File: src/drsc_regs.svh
// register offsets, field positions and reset values of the reference state controller
`ifndef DRSC_REGS_SVH
`define DRSC_REGS_SVH
`define DRSC_ADDR_MASKS     8'h34
`define DRSC_ADDR_PFM       8'hf4
`define DRSC_ADDR_PRIO_LO   8'h40
`define DRSC_ADDR_PRIO_HI   8'h41
`define DRSC_ADDR_CTRL      8'h42
`define DRSC_ADDR_STAT      8'h43
`define DRSC_ADDR_FAIL      8'h44
`define DRSC_MASKS_RST      8'h78
`define DRSC_PFM_RST        2'h2
`define DRSC_PRIO_LO_RST    8'h10
`define DRSC_PRIO_HI_RST    8'h32
`define DRSC_CTRL_RST       7'h00
`define DRSC_PRIO_OFF       3'h7
`define DRSC_CTRL_MGD       0
`define DRSC_CTRL_ST_LSB    1
`define DRSC_CTRL_REF_LSB   3
`define DRSC_CTRL_HITLESS   5
`define DRSC_CTRL_PIN       6
`define DRSC_CODE_NORMAL    2'h0
`define DRSC_CODE_HOLD      2'h1
`define DRSC_CODE_FREE      2'h2
`endif

File: src/drsc_pkg.sv
// types shared by the reference state controller
package drsc_pkg;
    typedef enum logic [1:0] {DRSC_FREERUN, DRSC_NORMAL, DRSC_HOLDOVER} drsc_state_t;
endpackage : drsc_pkg

File: src/drsc_pick_if.sv
// candidate set and winner between the controller and the priority picker
`timescale 1ns/1ns
interface drsc_pick_if;
    logic [3:0]      cand;
    logic [3:0][2:0] prio;
    logic [1:0]      best;
    logic            found;
    modport picker (input cand, input prio, output best, output found);
    modport user   (output cand, output prio, input best, input found);
endinterface : drsc_pick_if

File: src/drsc_top.sv
// loop state and reference selection controller
//
// Design decision made here: the strobed register port.
`timescale 1ns/1ns
`include "drsc_regs.svh"
// Behaviour
// - unmanaged: own logic picks loop state and reference from validity, priority
// - managed: state and reference follow control bits from the host
// - entering unmanaged keeps locked reference; only new failures move it
// - each loop has its own independent selection logic
// - automatic: best available priority, next best on failure
// - switch only on failures enabled by switch mask bits
// - switch mask resets to 1000, precise switch enable to zero
// - enabled failures put loop into auto-holdover in both modes
// - switch needed but nothing available: holdover, keep reference
// - holdover mask resets to 0111, precise holdover enable to one
// - leave auto-holdover once its causes have gone
// - three-bit priority per reference, smaller is better
// - priority 111 excludes the reference
// - equal priorities: lower-numbered reference wins
// - reset priorities rank references by index
// - no revert between equals; revert to strictly better at once
// - active reference shown in status bits in both modes
// - managed: reference follows control bits only
// - managed failed reference: stay in holdover until it is valid
// - reference select change: holdover, then normal on new reference
// - control and status bits available on general-purpose pins
// - one bit chooses hitless or glitchless switching
// - reference status code 00..11 for references zero..three
// - combined failure: loss of signal or enabled monitor indicator
module drsc_top
    import drsc_pkg::*;
(
    input  wire logic       CORE_CLK_I,
    input  wire logic       SYS_RST_I,
    input  wire logic [7:0] REG_ADDR_I,
    input  wire logic [7:0] REG_WDATA_I,
    input  wire logic       REG_WR_I,
    input  wire logic       REG_RD_I,
    output logic      [7:0] REG_RDATA_O,
    input  wire logic [3:0] REF_LOS_I,
    input  wire logic [3:0] REF_SCM_I,
    input  wire logic [3:0] REF_CFM_I,
    input  wire logic [3:0] REF_GST_I,
    input  wire logic [3:0] REF_PFM_I,
    input  wire logic       DPLL_LOCK_I,
    input  wire logic [4:0] GPIO_CTRL_I,
    output logic      [9:0] GPIO_STAT_O,
    output logic      [1:0] DPLL_STATE_O,
    output logic      [1:0] REF_SEL_O,
    output logic            HOLDOVER_O,
    output logic            HITLESS_O
);
    typedef struct packed {
        logic [7:0]      masks;
        logic [1:0]      precise_frequency_monitor;
        logic [3:0][2:0] prio;
        logic [6:0]      ctrl;
        drsc_state_t     st;
        logic [1:0]      ref_sel;
        logic [3:0]      avail_prev;
        logic [7:0]      rdata;
        logic [9:0]      gpio;
        logic [1:0]      code;
        logic            ho;
        logic            hitless;
        logic            lock;
        logic            mask_wr;
    } drsc_top_st_t;

    drsc_top_st_t q, d;
    logic [19:0]  fail_s;
    logic [4:0]   gp_s;
    logic [3:0]   los, single_cycle_monitor, coarse_frequency_monitor, guard_soak_timer, precise_frequency_monitor;
    logic [3:0]   sw_fail, ho_fail, comb_fail, avail;
    logic [3:0]   sw_m, ho_m;
    logic         mgd, pin;
    logic [1:0]   req_st, req_ref;
    logic         req_hitless;
    logic [1:0]   cur;
    logic [2:0]   cur_prio, best_prio;
    logic         cur_bad;

    // reset priority bytes, split below into the four three-bit fields
    localparam logic [7:0] prio_lo_rst = `DRSC_PRIO_LO_RST;
    localparam logic [7:0] prio_hi_rst = `DRSC_PRIO_HI_RST;

    drsc_pick_if pk ();

    drsc_sync #(.W(20)) u_sync_fail (
        .clk_i (CORE_CLK_I),
        .rst_i (SYS_RST_I),
        .d_i   ({REF_PFM_I, REF_GST_I, REF_CFM_I, REF_SCM_I, REF_LOS_I}),
        .q_o   (fail_s)
    );
    drsc_sync #(.W(5)) u_sync_gpio (
        .clk_i (CORE_CLK_I),
        .rst_i (SYS_RST_I),
        .d_i   (GPIO_CTRL_I),
        .q_o   (gp_s)
    );
    drsc_pick u_pick (
        .pk (pk)
    );

    assign {precise_frequency_monitor, guard_soak_timer, coarse_frequency_monitor, single_cycle_monitor, los} = fail_s;
    assign sw_m = q.masks[3:0];
    assign ho_m = q.masks[7:4];

    for (genvar i = 0; i < 4; i++) begin : g_ref
        assign sw_fail[i] = |({guard_soak_timer[i], coarse_frequency_monitor[i], single_cycle_monitor[i], los[i]} & sw_m) | (precise_frequency_monitor[i] & q.precise_frequency_monitor[0]);
        assign ho_fail[i] = |({guard_soak_timer[i], coarse_frequency_monitor[i], single_cycle_monitor[i], los[i]} & ho_m) | (precise_frequency_monitor[i] & q.precise_frequency_monitor[1]);
        assign comb_fail[i] = los[i] | |({guard_soak_timer[i], coarse_frequency_monitor[i], single_cycle_monitor[i]} & (sw_m[3:1] | ho_m[3:1]));
        assign avail[i] = !sw_fail[i] && !ho_fail[i] && (q.prio[i] != `DRSC_PRIO_OFF);
    end

    assign pk.cand = avail;
    assign pk.prio = q.prio;

    // pins may stand in for the control bits
    assign pin         = q.ctrl[`DRSC_CTRL_PIN];
    assign mgd         = q.ctrl[`DRSC_CTRL_MGD];
    assign req_st      = pin ? gp_s[1:0] : q.ctrl[`DRSC_CTRL_ST_LSB +: 2];
    assign req_ref     = pin ? gp_s[3:2] : q.ctrl[`DRSC_CTRL_REF_LSB +: 2];
    assign req_hitless = pin ? gp_s[4] : q.ctrl[`DRSC_CTRL_HITLESS];
    assign cur         = q.ref_sel;
    assign cur_prio    = q.prio[cur];
    assign best_prio   = q.prio[pk.best];
    assign cur_bad     = sw_fail[cur] || (cur_prio == `DRSC_PRIO_OFF);

    always_comb begin
        d         = q;
        d.rdata   = 8'h00;
        d.avail_prev = avail;
        d.hitless = req_hitless;
        d.lock    = DPLL_LOCK_I;

        if (REG_WR_I) begin
            case (REG_ADDR_I)
                `DRSC_ADDR_MASKS: begin
                    d.masks   = REG_WDATA_I;
                    d.mask_wr = 1'b1;
                end
                `DRSC_ADDR_PFM: begin
                    d.precise_frequency_monitor     = REG_WDATA_I[1:0];
                    d.mask_wr = 1'b1;
                end
                `DRSC_ADDR_PRIO_LO: begin
                    d.prio[0] = REG_WDATA_I[2:0];
                    d.prio[1] = REG_WDATA_I[6:4];
                end
                `DRSC_ADDR_PRIO_HI: begin
                    d.prio[2] = REG_WDATA_I[2:0];
                    d.prio[3] = REG_WDATA_I[6:4];
                end
                `DRSC_ADDR_CTRL: begin
                    d.ctrl = REG_WDATA_I[6:0];
                end
                default: begin
                end
            endcase
        end

        if (REG_RD_I) begin
            case (REG_ADDR_I)
                `DRSC_ADDR_MASKS:   d.rdata = q.masks;
                `DRSC_ADDR_PFM:     d.rdata = {6'h00, q.precise_frequency_monitor};
                `DRSC_ADDR_PRIO_LO: d.rdata = {1'b0, q.prio[1], 1'b0, q.prio[0]};
                `DRSC_ADDR_PRIO_HI: d.rdata = {1'b0, q.prio[3], 1'b0, q.prio[2]};
                `DRSC_ADDR_CTRL:    d.rdata = {1'b0, q.ctrl};
                // status shows state and active reference
                `DRSC_ADDR_STAT:    d.rdata = {2'h0, q.lock, q.ho, q.ref_sel, q.code};
                `DRSC_ADDR_FAIL:    d.rdata = {precise_frequency_monitor, comb_fail};
                default:            d.rdata = 8'h00;
            endcase
        end

        if (mgd) begin
            // new select forces a pass through holdover
            if (req_ref != cur) begin
                d.ref_sel = req_ref;
                d.st      = DRSC_HOLDOVER;
            end else begin
                case (req_st)
                    `DRSC_CODE_FREE: d.st = DRSC_FREERUN;
                    `DRSC_CODE_HOLD: d.st = DRSC_HOLDOVER;
                    default: d.st = (ho_fail[cur] || comb_fail[cur]) ? DRSC_HOLDOVER
                                                                     : DRSC_NORMAL;
                endcase
            end
        end else begin
            case (q.st)
                DRSC_FREERUN: begin
                    if (pk.found) begin
                        d.ref_sel = pk.best;
                        d.st      = DRSC_NORMAL;
                    end
                end
                default: begin
                    // only a new failure moves the inherited reference
                    if (cur_bad && pk.found) begin
                        d.ref_sel = pk.best;
                        d.st      = DRSC_NORMAL;
                    // nothing to switch to: holdover, reference kept
                    end else if (cur_bad || ho_fail[cur]) begin
                        d.st = DRSC_HOLDOVER;
                    end else begin
                        d.st = DRSC_NORMAL;
                        // revert only to strictly better, newly available
                        if (pk.found && best_prio < cur_prio && !q.avail_prev[pk.best]) begin
                            d.ref_sel = pk.best;
                        end
                    end
                end
            endcase
        end

        case (d.st)
            DRSC_NORMAL:   d.code = `DRSC_CODE_NORMAL;
            DRSC_HOLDOVER: d.code = `DRSC_CODE_HOLD;
            default:       d.code = `DRSC_CODE_FREE;
        endcase
        d.ho   = (d.st == DRSC_HOLDOVER);
        d.gpio = {d.hitless, d.code, d.lock, d.ho,
                  guard_soak_timer[d.ref_sel], coarse_frequency_monitor[d.ref_sel], single_cycle_monitor[d.ref_sel], d.ref_sel};
    end

    // this state belongs to one loop only
    always_ff @(posedge CORE_CLK_I or posedge SYS_RST_I) begin
        if (SYS_RST_I) begin
            q         <= '0;
            q.masks   <= `DRSC_MASKS_RST;
            q.precise_frequency_monitor     <= `DRSC_PFM_RST;
            q.prio    <= {prio_hi_rst[6:4], prio_hi_rst[2:0],
                          prio_lo_rst[6:4], prio_lo_rst[2:0]};
            q.ctrl    <= `DRSC_CTRL_RST;
            q.st      <= DRSC_FREERUN;
            q.code    <= `DRSC_CODE_FREE;
            q.gpio    <= 10'h100;
        end else begin
            q <= d;
        end
    end

    assign REG_RDATA_O  = q.rdata;
    assign GPIO_STAT_O  = q.gpio;
    assign DPLL_STATE_O = q.code;
    assign REF_SEL_O    = q.ref_sel;
    assign HOLDOVER_O   = q.ho;
    assign HITLESS_O    = q.hitless;

    // no candidate beats the winner, ties go to the lower index
    for (genvar j = 0; j < 4; j++) begin : g_pick_chk

    end
endmodule : drsc_top

File: src/drsc_sync.sv
// two-stage synchroniser for pin inputs
`timescale 1ns/1ns
module drsc_sync #(
    parameter int W = 1
) (
    input  wire logic         clk_i,
    input  wire logic         rst_i,
    input  wire logic [W-1:0] d_i,
    output logic      [W-1:0] q_o
);
    typedef struct packed {
        logic [W-1:0] s2;
        logic [W-1:0] s1;
    } drsc_sync_st_t;
    drsc_sync_st_t st_q, st_d;
    always_comb begin
        st_d    = st_q;
        st_d.s1 = d_i;
        st_d.s2 = st_q.s1;
    end
    always_ff @(posedge clk_i or posedge rst_i) begin
        if (rst_i) begin
            st_q <= '0;
        end else begin
            st_q <= st_d;
        end
    end
    assign q_o = st_q.s2;
endmodule : drsc_sync

File: src/drsc_pick.sv
// best-priority picker over four references
`timescale 1ns/1ns
module drsc_pick (
    drsc_pick_if.picker pk
);
    logic [2:0] bp;
    always_comb begin
        pk.best  = 2'h0;
        pk.found = 1'b0;
        bp       = 3'h7;
        // walk down so that a tie leaves the lower index
        for (int i = 3; i >= 0; i--) begin
            if (pk.cand[i] && (!pk.found || pk.prio[i] <= bp)) begin
                pk.best  = 2'(i);
                pk.found = 1'b1;
                bp       = pk.prio[i];
            end
        end
    end
endmodule : drsc_pick

File: config.mk
export PLATFORM = sky130hd
export DESIGN_NAME = drsc_top
export DESIGN_NICKNAME = d
export VERILOG_FILES = /design/src/drsc_pkg.sv /design/src/drsc_pick_if.sv /design/src/drsc_top.sv /design/src/drsc_sync.sv /design/src/drsc_pick.sv
export VERILOG_INCLUDE_DIRS = /design/src
export SDC_FILE = /design/constraint.sdc
export NUM_CORES = 1
export LEC_CHECK = 0
export ABC_AREA = 1
export ABC_CLOCK_PERIOD_IN_PS = 5800
export BUFFER_PORTS_ARGS = -buffer_cell sky130_fd_sc_hd__buf_2
export CAP_MARGIN = 15
export CORE_MARGIN = 2
export CORE_UTILIZATION = 45
export CTS_CLUSTER_DIAMETER = 150
export DETAILED_ROUTE_END_ITERATION = 8
export PLACE_DENSITY_LB_ADDON = 0.05
export SYNTH_ARGS = -nofsm -noshare
export SYNTH_HDL_FRONTEND = slang
export SYNTH_SLANG_ARGS = --single-unit
export TNS_END_PERCENT = 5
File: constraint.sdc
create_clock -name CORE_CLK_I -period 5.8 [get_ports CORE_CLK_I]
set_input_delay 0.29 -clock CORE_CLK_I [delete_from_list [all_inputs] [get_ports CORE_CLK_I]]
set_output_delay 0.29 -clock CORE_CLK_I [all_outputs]
set_load 0.01 [all_outputs]
==> impl_metrics.json, run 1 <==
{
  "status": "completed",
  "drt_iter0_markers": 310,
  "hold_start": "GPIO_CTRL_I[0]",
  "synth.avg_cell_area_um2": 8.754,
  "peakVddDrop_mv": 0.2750,
  "worst_pin_slew_ns": 1.097,
  "h-tree-depth": 3,
  "hold_viol": 0,
  "layout_common_cells": "nand2_1 (124), dfrtp_1 (88), inv_1 (69), buf_2 (69), o21ai_0 (48)",
  "relSlewSlack_pct": 24.97,
  "crit_slowest_cell": "dfrtp_2",
  "core-area_um2": 11370,
  "routabilityCongestion": 0.8657,
  "cp_max_fo": 7,
  "drive_above_1_share_pct": 32.50,
  "grt-ovfl-total": 0,
  "grt_max_degree": 64,
  "io_buffers": 69,
  "wl_met2_mm": 6.614,
  "maxCapViolations": 0,
  "synth_warnings": 0,
  "end_kind": "flip-flop",
  "fp-row-count": 39,
  "place_ws_ns": -0.1713,
  "start_kind": "flip-flop",
  "leakagePower_uw": 0.003022,
  "drt-met1-wl_mm": 6.529,
  "setup_viol": 0,
  "cts_buffer_depth": 2,
  "routed_via_density": 5.225,
  "cp.required_ns": 6.04,
  "synthesis.nets": 654,
  "rsz0062_at_grt": "yes",
  "skew_ns": 0.009322,
  "synthesis.area_um2": 5209,
  "num_vias": 4300,
  "totalWireLength_mm": 14.29,
  "rrSetupSlack_ns": 0.18,
  "cp.arrival_ns": 5.86,
  "diodes": 0,
  "clock.fmax_mhz": 177.9,
  "clock_sinks": 102,
  "cts-root-buf": "clkbuf_16",
  "initial_core_util_pct": 45.81,
  "hold_class": "in -> reg",
  "drc": 0,
  "path_common_cell": "nand2_2",
  "synth-seq-cells": 102,
  "drv_slew": 0,
  "hold_ws_ns": 0.03612,
  "p_per_area_nw_per_um2": 347.1,
  "hpwl_mm": 10.66,
  "dieWidth_um": 111.6,
  "finalWorstPathRequiredPeriod_ns": 5.620,
  "final_common_cell": "nand2_1",
  "hold_depth": 1,
  "dieArea_um2": 12450,
  "synth_cell_types": 49,
  "areaGrowthSynthToFinish_pct": 21.16,
  "crit_type": "reg -> reg",
  "nNetsFinal": 734,
  "clkTransAtPathRegs_ns": 0.07,
  "synthCells": 595,
  "reg2reg_depth": 43,
  "cts_tree": "built",
  "clk_latency_ns": 0.36,
  "io_pins": 70,
  "layout_setup_ws_ns": 0.1804,
  "drt_pass1_iterations": 5,
  "setup_tns_ns": 0,
  "r2r-end": "GPIO_STAT_O[2]$_DFF_PP0_",
  "die_h_um": 111.6,
  "grt_use_total_pct": 23.55,
  "r2r_start": "u_sync_fail.q_o[11]$_DFF_PP0_",
  "met3_length_um": 827,
  "wire_per_inst_um": 17.36,
  "ys_seq_area_share_pct": 49.24,
  "final_core_util_pct": 55.51,
  "hold_path_end": "u_sync_gpio.st_d[5]$_DFF_PP0_",
  "drtAntennaViolNets": 0,
  "grt_pass1_wl_mm": 22.40,
  "routed.top_layer": "met4",
  "period_share_pct": 96.89,
  "critPathMaxStageDelay_ns": 0.45,
  "grt_pass1_vias": 4092,
  "cts_buffers": 9,
  "antenna_found_initial": 0
}
[power breakdown]
| group | switching, uW | leakage (uW) | internal, uW |
|---|---|---|---|
| clock network | 279 | 0.000148 | 353 |
| logic | 437 | 0.00163 | 270 |
| registers | 68.5 | 0.00124 | 782 |
[metal layers]
layer | vias to the layer above | GRT usage [%]
li1 | 2090 | -
met1 | 2040 | 33.63
met2 | 144 | 36.34
met3 | 26 | 4.736
met4 | 0 | 7.654
met5 | - | 0
[registers in the layout, summed over array words and instances, names as in the netlist]
register and cells:
u_sync_fail.q_o 20, u_sync_fail.st_d 20, q 17, pk.prio 12
GPIO_STAT_O 8, REG_RDATA_O 8, u_sync_gpio.q_o 5, u_sync_gpio.st_d 5
ho_m 4, DPLL_STATE_O 1, mgd 1, pin 1
[stage by stage]
stage	cell area, um^2	std cells	total power (uW)
floorplan	5209	595	1343
global placement	5622	790	1465
detailed placement	5622	790	1476
CTS	5987	808	2127
global route	6311	823	2324
finish	6311	823	2191
[repair_timing]
item,in CTS,in global routing
hold buffers,1,0
pin swaps,3,34
setup endpoints to repair,5,5
setup buffers,1,14
gates cloned,0,1
resized for setup,6,57
endpoints found under the hold margin,33,0
[cells in the mapped netlist (all sizes together)]
cell	instances	area, um^2
xor2	1	8.760
or2	2	12.52
a311oi	1	8.760
a21oi	25	143.9
a2111oi	3	26.28
a22oi	2	15.01
a32oi	2	17.52
and3	1	6.260
nand3	40	282.8
nor3	1	5.000
dfstp	10	262.8
o2111ai	2	17.52
dfrtp	92	2302
nand3b	3	22.52
a221oi	3	26.28
nor4	6	43.79
nand4	2	12.51
a31oi	2	12.51
clkbuf	5	18.77
nand2	160	683.2
a211oi	1	7.510
mux2	1	11.26
mux2i	1	10.01
ha	13	162.7
o31ai	1	7.510
inv	76	285.3
o211ai	1	7.510
buf	25	192.7
o21ai	61	312.8
a21o	1	7.510
o22ai	5	31.28
nor2	43	216.5
a41oi	2	17.52
a32o	1	10.01
[worst max-delay path, delay by kind of cell, from the launching register on]
| kind | cells | cell delay [ns] |
|---|---|---|
| AND/OR/NAND/NOR | 27 | 2.59 |
| AO/OA/AOI/OAI | 11 | 1.43 |
| adder cells (fa/ha/maj) | 4 | 0.88 |
| flip-flops | 1 | 0.45 |
| buffers and inverters | 1 | 0.14 |
[worst max path at each step]
stage | start | to | slack, ns | depth (start not counted)
floorplan | ho_m[0]$_DFFE_PP1P_ | GPIO_STAT_O[2]$_DFF_PP0_ | 0.38 | 43
global placement | u_sync_fail.q_o[15]$_DFF_PP0_ | GPIO_STAT_O[4]$_DFF_PP0_ | 0.09 | 42
detailed placement | ho_m[0]$_DFFE_PP1P_ | GPIO_STAT_O[2]$_DFF_PP0_ | -0.17 | 42
CTS | q[52]$_DFFE_PP1P_ | GPIO_STAT_O[2]$_DFF_PP0_ | 0.01 | 42
global route | u_sync_fail.q_o[11]$_DFF_PP0_ | GPIO_STAT_O[2]$_DFF_PP0_ | -0.19 | 42
finish | u_sync_fail.q_o[11]$_DFF_PP0_ | GPIO_STAT_O[2]$_DFF_PP0_ | 0.18 | 43
[cell families (layout without fill, tap and decap cells)]
| family | count (synthesis) | in the layout | synth area share, % |
|---|---|---|---|
| AO/OA/AOI/OAI | 113 | 113 | 12.85 |
| multiplexers | 2 | 2 | 0.4084 |
| XOR/XNOR | 1 | 1 | 0.1682 |
| flip-flops | 102 | 102 | 49.24 |
| adder cells (fa/ha/maj) | 13 | 13 | 3.123 |
| buffers and inverters | 106 | 190 | 9.536 |
| AND/OR/NAND/NOR | 258 | 259 | 24.67 |
[cell type report]
type                            instances  area (um^2)
Clock inverter                          6        78.83
Inverter                               76        295.3
Sequential cell                       102         2570
Fill cell                            1050         5059
Timing Repair Buffer                   98        565.5
Multi-Input combinational cell        388         2384
Tap cell                              143        178.9
Clock buffer                           10        239.0
No activity file was read; power rests on OpenSTA's default activity.
==> run 2, diff against run 1 <==
ABC_CLOCK_PERIOD_IN_PS = 7200   (was 5800)
clock period = 7.2 ns   (was 5.8 ns; I/O delays follow)
==> run 2 against run 1 <==
Compared with the run above:
- wire length down 5.3%
- clock power down 25%
- sequential power down 19%
- clock skew up 0.0036 ns
- global-route usage down 0.43 points
- final cell count down 3.5%
- maximum frequency down 7.2%
- count of clock-buffer cells in the layout unchanged
- combinational power down 32%
- largest power group unchanged
- highest routed layer unchanged
==> impl_metrics.json, run 2 (synthesis results as in run 1) <==
{
  "status": "completed",
  "io_buffers": 69,
  "critPathMaxStageDelay_ns": 0.63,
  "grt_pass1_wl_mm": 21.98,
  "initial_core_util_pct": 45.81,
  "totalWireLength_mm": 13.53,
  "rsz0062_at_grt": "no",
  "relSlewSlack_pct": 30.78,
  "areaGrowthSynthToFinish_pct": 11.87,
  "fp-row-count": 39,
  "hold_class": "in -> async",
  "cp.required_ns": 7.44,
  "finalPower_uw": 1644,
  "crit_type": "reg -> reg",
  "hpwl_mm": 10.42,
  "wire_per_inst_um": 17.05,
  "cts_tree": "built",
  "cts_buffer_depth": 2,
  "die_h_um": 111.6,
  "cts_buffers": 9,
  "grt_pass1_vias": 4039,
  "cts-root-buf": "clkbuf_16",
  "start_kind": "flip-flop",
  "drv_slew": 0,
  "nNetsFinal": 705,
  "finalWorstPathRequiredPeriod_ns": 6.056,
  "dieWidth_um": 111.6,
  "setup_viol": 0,
  "cts_setup_buffers": 0,
  "ctsHoldBuffers": 0,
  "setup_tns_ns": 0,
  "drt_iter0_markers": 271,
  "routed_via_density": 5.247,
  "grt_max_degree": 64,
  "cp.arrival_ns": 6.30,
  "clock.fmax_mhz": 165.1,
  "clk_latency_ns": 0.36,
  "worst_pin_slew_ns": 1.012,
  "core-area_um2": 11370,
  "routabilityCongestion": 0.8695,
  "drc": 0,
  "dieArea_um2": 12450,
  "cpLargestDelayFamily": "simple AND/OR/NAND/NOR gates",
  "path_buf_inv": 1,
  "num_vias": 4166,
  "antenna_found_initial": 0,
  "layout_common_cells": "nand2_1 (141), dfrtp_1 (92), inv_1 (69), buf_2 (69), o21ai_0 (56)",
  "h-tree-depth": 3,
  "period_share_pct": 84.11,
  "diodes": 0,
  "final_common_cell": "nand2_1",
  "end_kind": "flip-flop",
  "maxCapViolations": 0,
  "cts_resized": 0,
  "hold_viol": 0,
  "path_common_cell": "nand2_1",
  "clkTransAtPathRegs_ns": 0.08,
  "cp_max_fo": 12,
  "crit_slowest_cell": "dfstp_2",
  "drive_above_1_share_pct": 23.20,
  "io_pins": 70,
  "peakVddDrop_mv": 0.2550,
  "drtAntennaViolNets": 0,
  "grt-ovfl-total": 0,
  "grt_use_total_pct": 23.12,
  "drt_pass1_iterations": 5,
  "leakagePower_uw": 0.002845,
  "skew_ns": 0.01293,
  "clock_sinks": 102,
  "p_per_area_nw_per_um2": 282.1
}
run 2: changes by cell type in the layout (fill, tap and decap cells not counted), moves of 4 or more:
cell / change
buf_4: -27
nand3_2: -4
nand2_1: +17
nand2_2: -15
dfrtp_1: +4
dfrtp_2: -4
nand3_1: +4
o21ai_0: +8
a21oi_1: +4
o21ai_2: -5
run 2: metal layers:
layer / global-route usage, % / up-vias / part of all wire [%]
met1: 32.53 / 1943 / 46
met3: 4.355 / 22 / 6.5
met5: 0 / - / 0
li1: - / 2036 / -
met2: 36.14 / 165 / 46
met4: 8.148 / 0 / 1.9
run 2: power by group:
part	internal (uW)	switching [uW]
Combinational	174	310
Sequential	630	58.8
Clock	249	222
Total	1050	591
run 2: through the flow:
step	std cells	hold WS, ns	utilization, %	cell area (um^2)	setup WS, ns
3_3_place_gp	778	0.3328	48.65	5532	1.434
6_report	794	0.03616	51.25	5827	1.144
4_1_cts	794	0.05742	51.25	5827	1.198
5_1_grt	794	0.08580	51.25	5827	0.5868
3_5_place_dp	778	0.3347	48.65	5532	1.232
2_1_floorplan	595	0.3312	-	5209	1.777
run 2: path summary, 6_finish.rpt:
| check | from | cells after the start | endpoint | slack, ns |
|---|---|---|---|---|
| worst max-delay path | ho_m[2]$_DFFE_PP1P_ | 42 | GPIO_STAT_O[4]$_DFF_PP0_ | 1.14 |
| min in group CORE_CLK_I | REF_GST_I[3] | 1 | u_sync_fail.st_d[35]$_DFF_PP0_ | 0.11 |
| worst max register to register | ho_m[2]$_DFFE_PP1P_ | 42 | GPIO_STAT_O[4]$_DFF_PP0_ | 1.14 |
| max in group asynchronous | SYS_RST_I | 3 | u_sync_fail.q_o[9]$_DFF_PP0_ | 6.00 |
| worst min register to register | u_sync_fail.st_d[29]$_DFF_PP0_ | 0 | u_sync_fail.q_o[9]$_DFF_PP0_ | 0.35 |
| worst min-delay path | SYS_RST_I | 2 | u_sync_gpio.q_o[1]$_DFF_PP0_ | 0.04 |
run 2: worst reg2reg max path, delay by kind of cell (launching register included):
kind / cells / cell delay (ns)
AND/OR/NAND/NOR: 29 / 2.68
flip-flops: 1 / 0.63
adder cells (fa/ha/maj): 4 / 1.21
buffers and inverters: 1 / 0.10
AO/OA/AOI/OAI: 8 / 1.33
run 2: cell type report:
type                    instances  area, um^2
inverters                      76       287.8
multi-input cells             387        2147
flip-flops and latches        102        2565
fillers                      1068        5543
repair buffers                 70       352.8
clock buffers                  10       239.0
well taps                     143       178.9
clock inverters                 6       56.30
==> run 3, diff against run 2 <==
ABC_CLOCK_PERIOD_IN_PS = 6100   (was 7200)
clock period = 6.1 ns   (was 7.2 ns; I/O delays follow)
==> run 3 against run 2 <==
Compared with the run above:
- first-iteration DRC count is 13% lower
- highest routed layer unchanged
- die area stayed put
- flip-flop and latch count stayed put
- maximum frequency is 6.2% higher
- power is 22% higher
==> impl_metrics.json, run 3 (synthesis results as in run 1) <==
{
  "cp.arrival_ns": 5.94,
  "leakagePower_uw": 0.002967,
  "crit_type": "reg -> reg",
  "finalWorstPathRequiredPeriod_ns": 5.702,
  "final_common_cell": "nand2_1",
  "clock.fmax_mhz": 175.4,
  "skew_ns": 0.01281,
  "final_core_util_pct": 53.47,
  "cp_max_fo": 8,
  "relSlewSlack_pct": 24.46,
  "hold_viol": 0,
  "path_common_cell": "nand2_2",
  "clk_latency_ns": 0.35,
  "final_cells": 814,
  "grt_use_total_pct": 23.46,
  "p_int_uw": 1293,
  "worst_pin_slew_ns": 1.105,
  "io_buffers": 69,
  "maxCapViolations": 0,
  "wire_per_inst_um": 17.06,
  "cts_buffers": 9,
  "cp-endpoint": "GPIO_STAT_O[4]$_DFF_PP0_",
  "critPathMaxStageDelay_ns": 0.59,
  "layout_common_cells": "nand2_1 (138), dfrtp_1 (91), inv_1 (69), buf_2 (69), o21ai_0 (50)",
  "p_sw_share_pct": 35.39,
  "r2r_start": "ho_m[2]$_DFFE_PP1P_",
  "start_kind": "flip-flop",
  "seqPwrFrac_pct": 40.5,
  "comb_power_share_pct": 30.0,
  "totalWireLength_mm": 13.89,
  "status": "completed",
  "grt_pass1_vias": 4054,
  "cp.required_ns": 6.34,
  "reg2reg_depth": 42,
  "clock_sinks": 102,
  "hpwl_mm": 10.39,
  "initial_core_util_pct": 45.81,
  "drc": 0,
  "clkTransAtPathRegs_ns": 0.08,
  "cts_buffer_depth": 2,
  "diodes": 0,
  "die_h_um": 111.6,
  "nNetsFinal": 725,
  "cts_tree": "built",
  "setup.worst_path.start": "ho_m[2]$_DFFE_PP1P_",
  "post-place-cells": 783,
  "drtAntennaViolNets": 0,
  "grt-ovfl-total": 0,
  "clockPowerShare_pct": 29.4,
  "p_per_area_nw_per_um2": 329.1,
  "placed_cell_area_um2": 5569,
  "dieWidth_um": 111.6,
  "cts-root-buf": "clkbuf_16",
  "switchingPower_uw": 708.1,
  "fp-row-count": 39,
  "routed_via_density": 5.182,
  "stdcell_area_um2": 6080,
  "hold_class": "in -> reg",
  "grt_max_degree": 64,
  "core-area_um2": 11370,
  "num_vias": 4218,
  "dieArea_um2": 12450,
  "drt_pass1_iterations": 5,
  "place_ws_ns": 0.09229,
  "drt_iter0_markers": 237,
  "r2r-end": "GPIO_STAT_O[4]$_DFF_PP0_",
  "hold_ws_ns": 0.05356,
  "areaGrowthSynthToFinish_pct": 16.72,
  "setup_viol": 0,
  "drive_above_1_share_pct": 27.27,
  "hold_start": "GPIO_CTRL_I[4]",
  "layout_setup_ws_ns": 0.3982,
  "io_pins": 70,
  "grt_pass1_wl_mm": 22.46,
  "h-tree-depth": 3,
  "drv_slew": 0,
  "rrSetupSlack_ns": 0.40,
  "peakVddDrop_mv": 0.2322,
  "end_kind": "flip-flop",
  "period_share_pct": 93.47,
  "antenna_found_initial": 0,
  "routabilityCongestion": 0.8737,
  "crit_slowest_cell": "dfstp_2"
}
run 3: cell types whose count changed in the layout (fill, tap and decap cells not counted), moves of 3 or more:
| cell | delta |
|---|---|
| buf_4 | +17 |
| nand2_2 | +3 |
| a21oi_1 | -3 |
| o21ai_1 | +4 |
| o21ai_0 | -6 |
| nand2_1 | -3 |
run 3: worst min path at each step:
stage	endpoint	cells after the start
after detailed placement	u_sync_fail.q_o[15]$_DFF_PP0_	0
after floorplan	u_sync_fail.q_o[0]$_DFF_PP0_	0
final	u_sync_gpio.st_d[9]$_DFF_PP0_	1
after global placement	u_sync_fail.q_o[1]$_DFF_PP0_	0
after global routing	u_sync_gpio.st_d[5]$_DFF_PP0_	1
after CTS	u_sync_gpio.st_d[9]$_DFF_PP0_	1
run 3: critical path, delay by kind of cell (launching register included):
kind | cells | cell delay (ns)
simple gates | 26 | 2.20
fa+ha+maj | 4 | 1.19
flops | 1 | 0.59
compound gates | 10 | 1.36
buf+inv | 2 | 0.22
run 3: power groups by stage:
stage               combinational [uW]  sequential [uW]  clock (uW)
global route                       685              818         632
detailed placement                 573              823           0
global placement                   566              823           0
finish                             601              811         589
floorplan                          485              792           0
CTS                                577              811         610
run 3: through the flow:
step	total power (uW)	TNS (ns)
global placement	1389	0
detailed placement	1396	0
global route	2136	-0.06699
finish	2001	0
floorplan	1277	0
CTS	1997	0
run 3: layer usage:
metal	global-route usage (%)	up-vias	wire (um)
met1	33.85	1991	6439
met4	5.267	0	187
met2	37.15	143	6447
met5	0	-	0
met3	4.464	14	812
li1	-	2070	-
run 3: what timing repair did:
item / in CTS / in global routing
endpoints found under the hold margin: 2 / 0
endpoints found under the setup margin: 0 / 5
setup buffers: 0 / 14
resized for setup: 0 / 23
hold buffers: 1 / 0
run 3: layout make-up:
| type | instances | area [um^2] |
|---|---|---|
| Fill cell | 1073 | 5290 |
| Sequential cell | 102 | 2566 |
| Multi-Input combinational cell | 387 | 2215 |
| Timing Repair Buffer | 90 | 521.8 |
| Inverter | 76 | 287.8 |
| Clock buffer | 10 | 229.0 |
| Tap cell | 143 | 178.9 |
| Clock inverter | 6 | 81.33 |
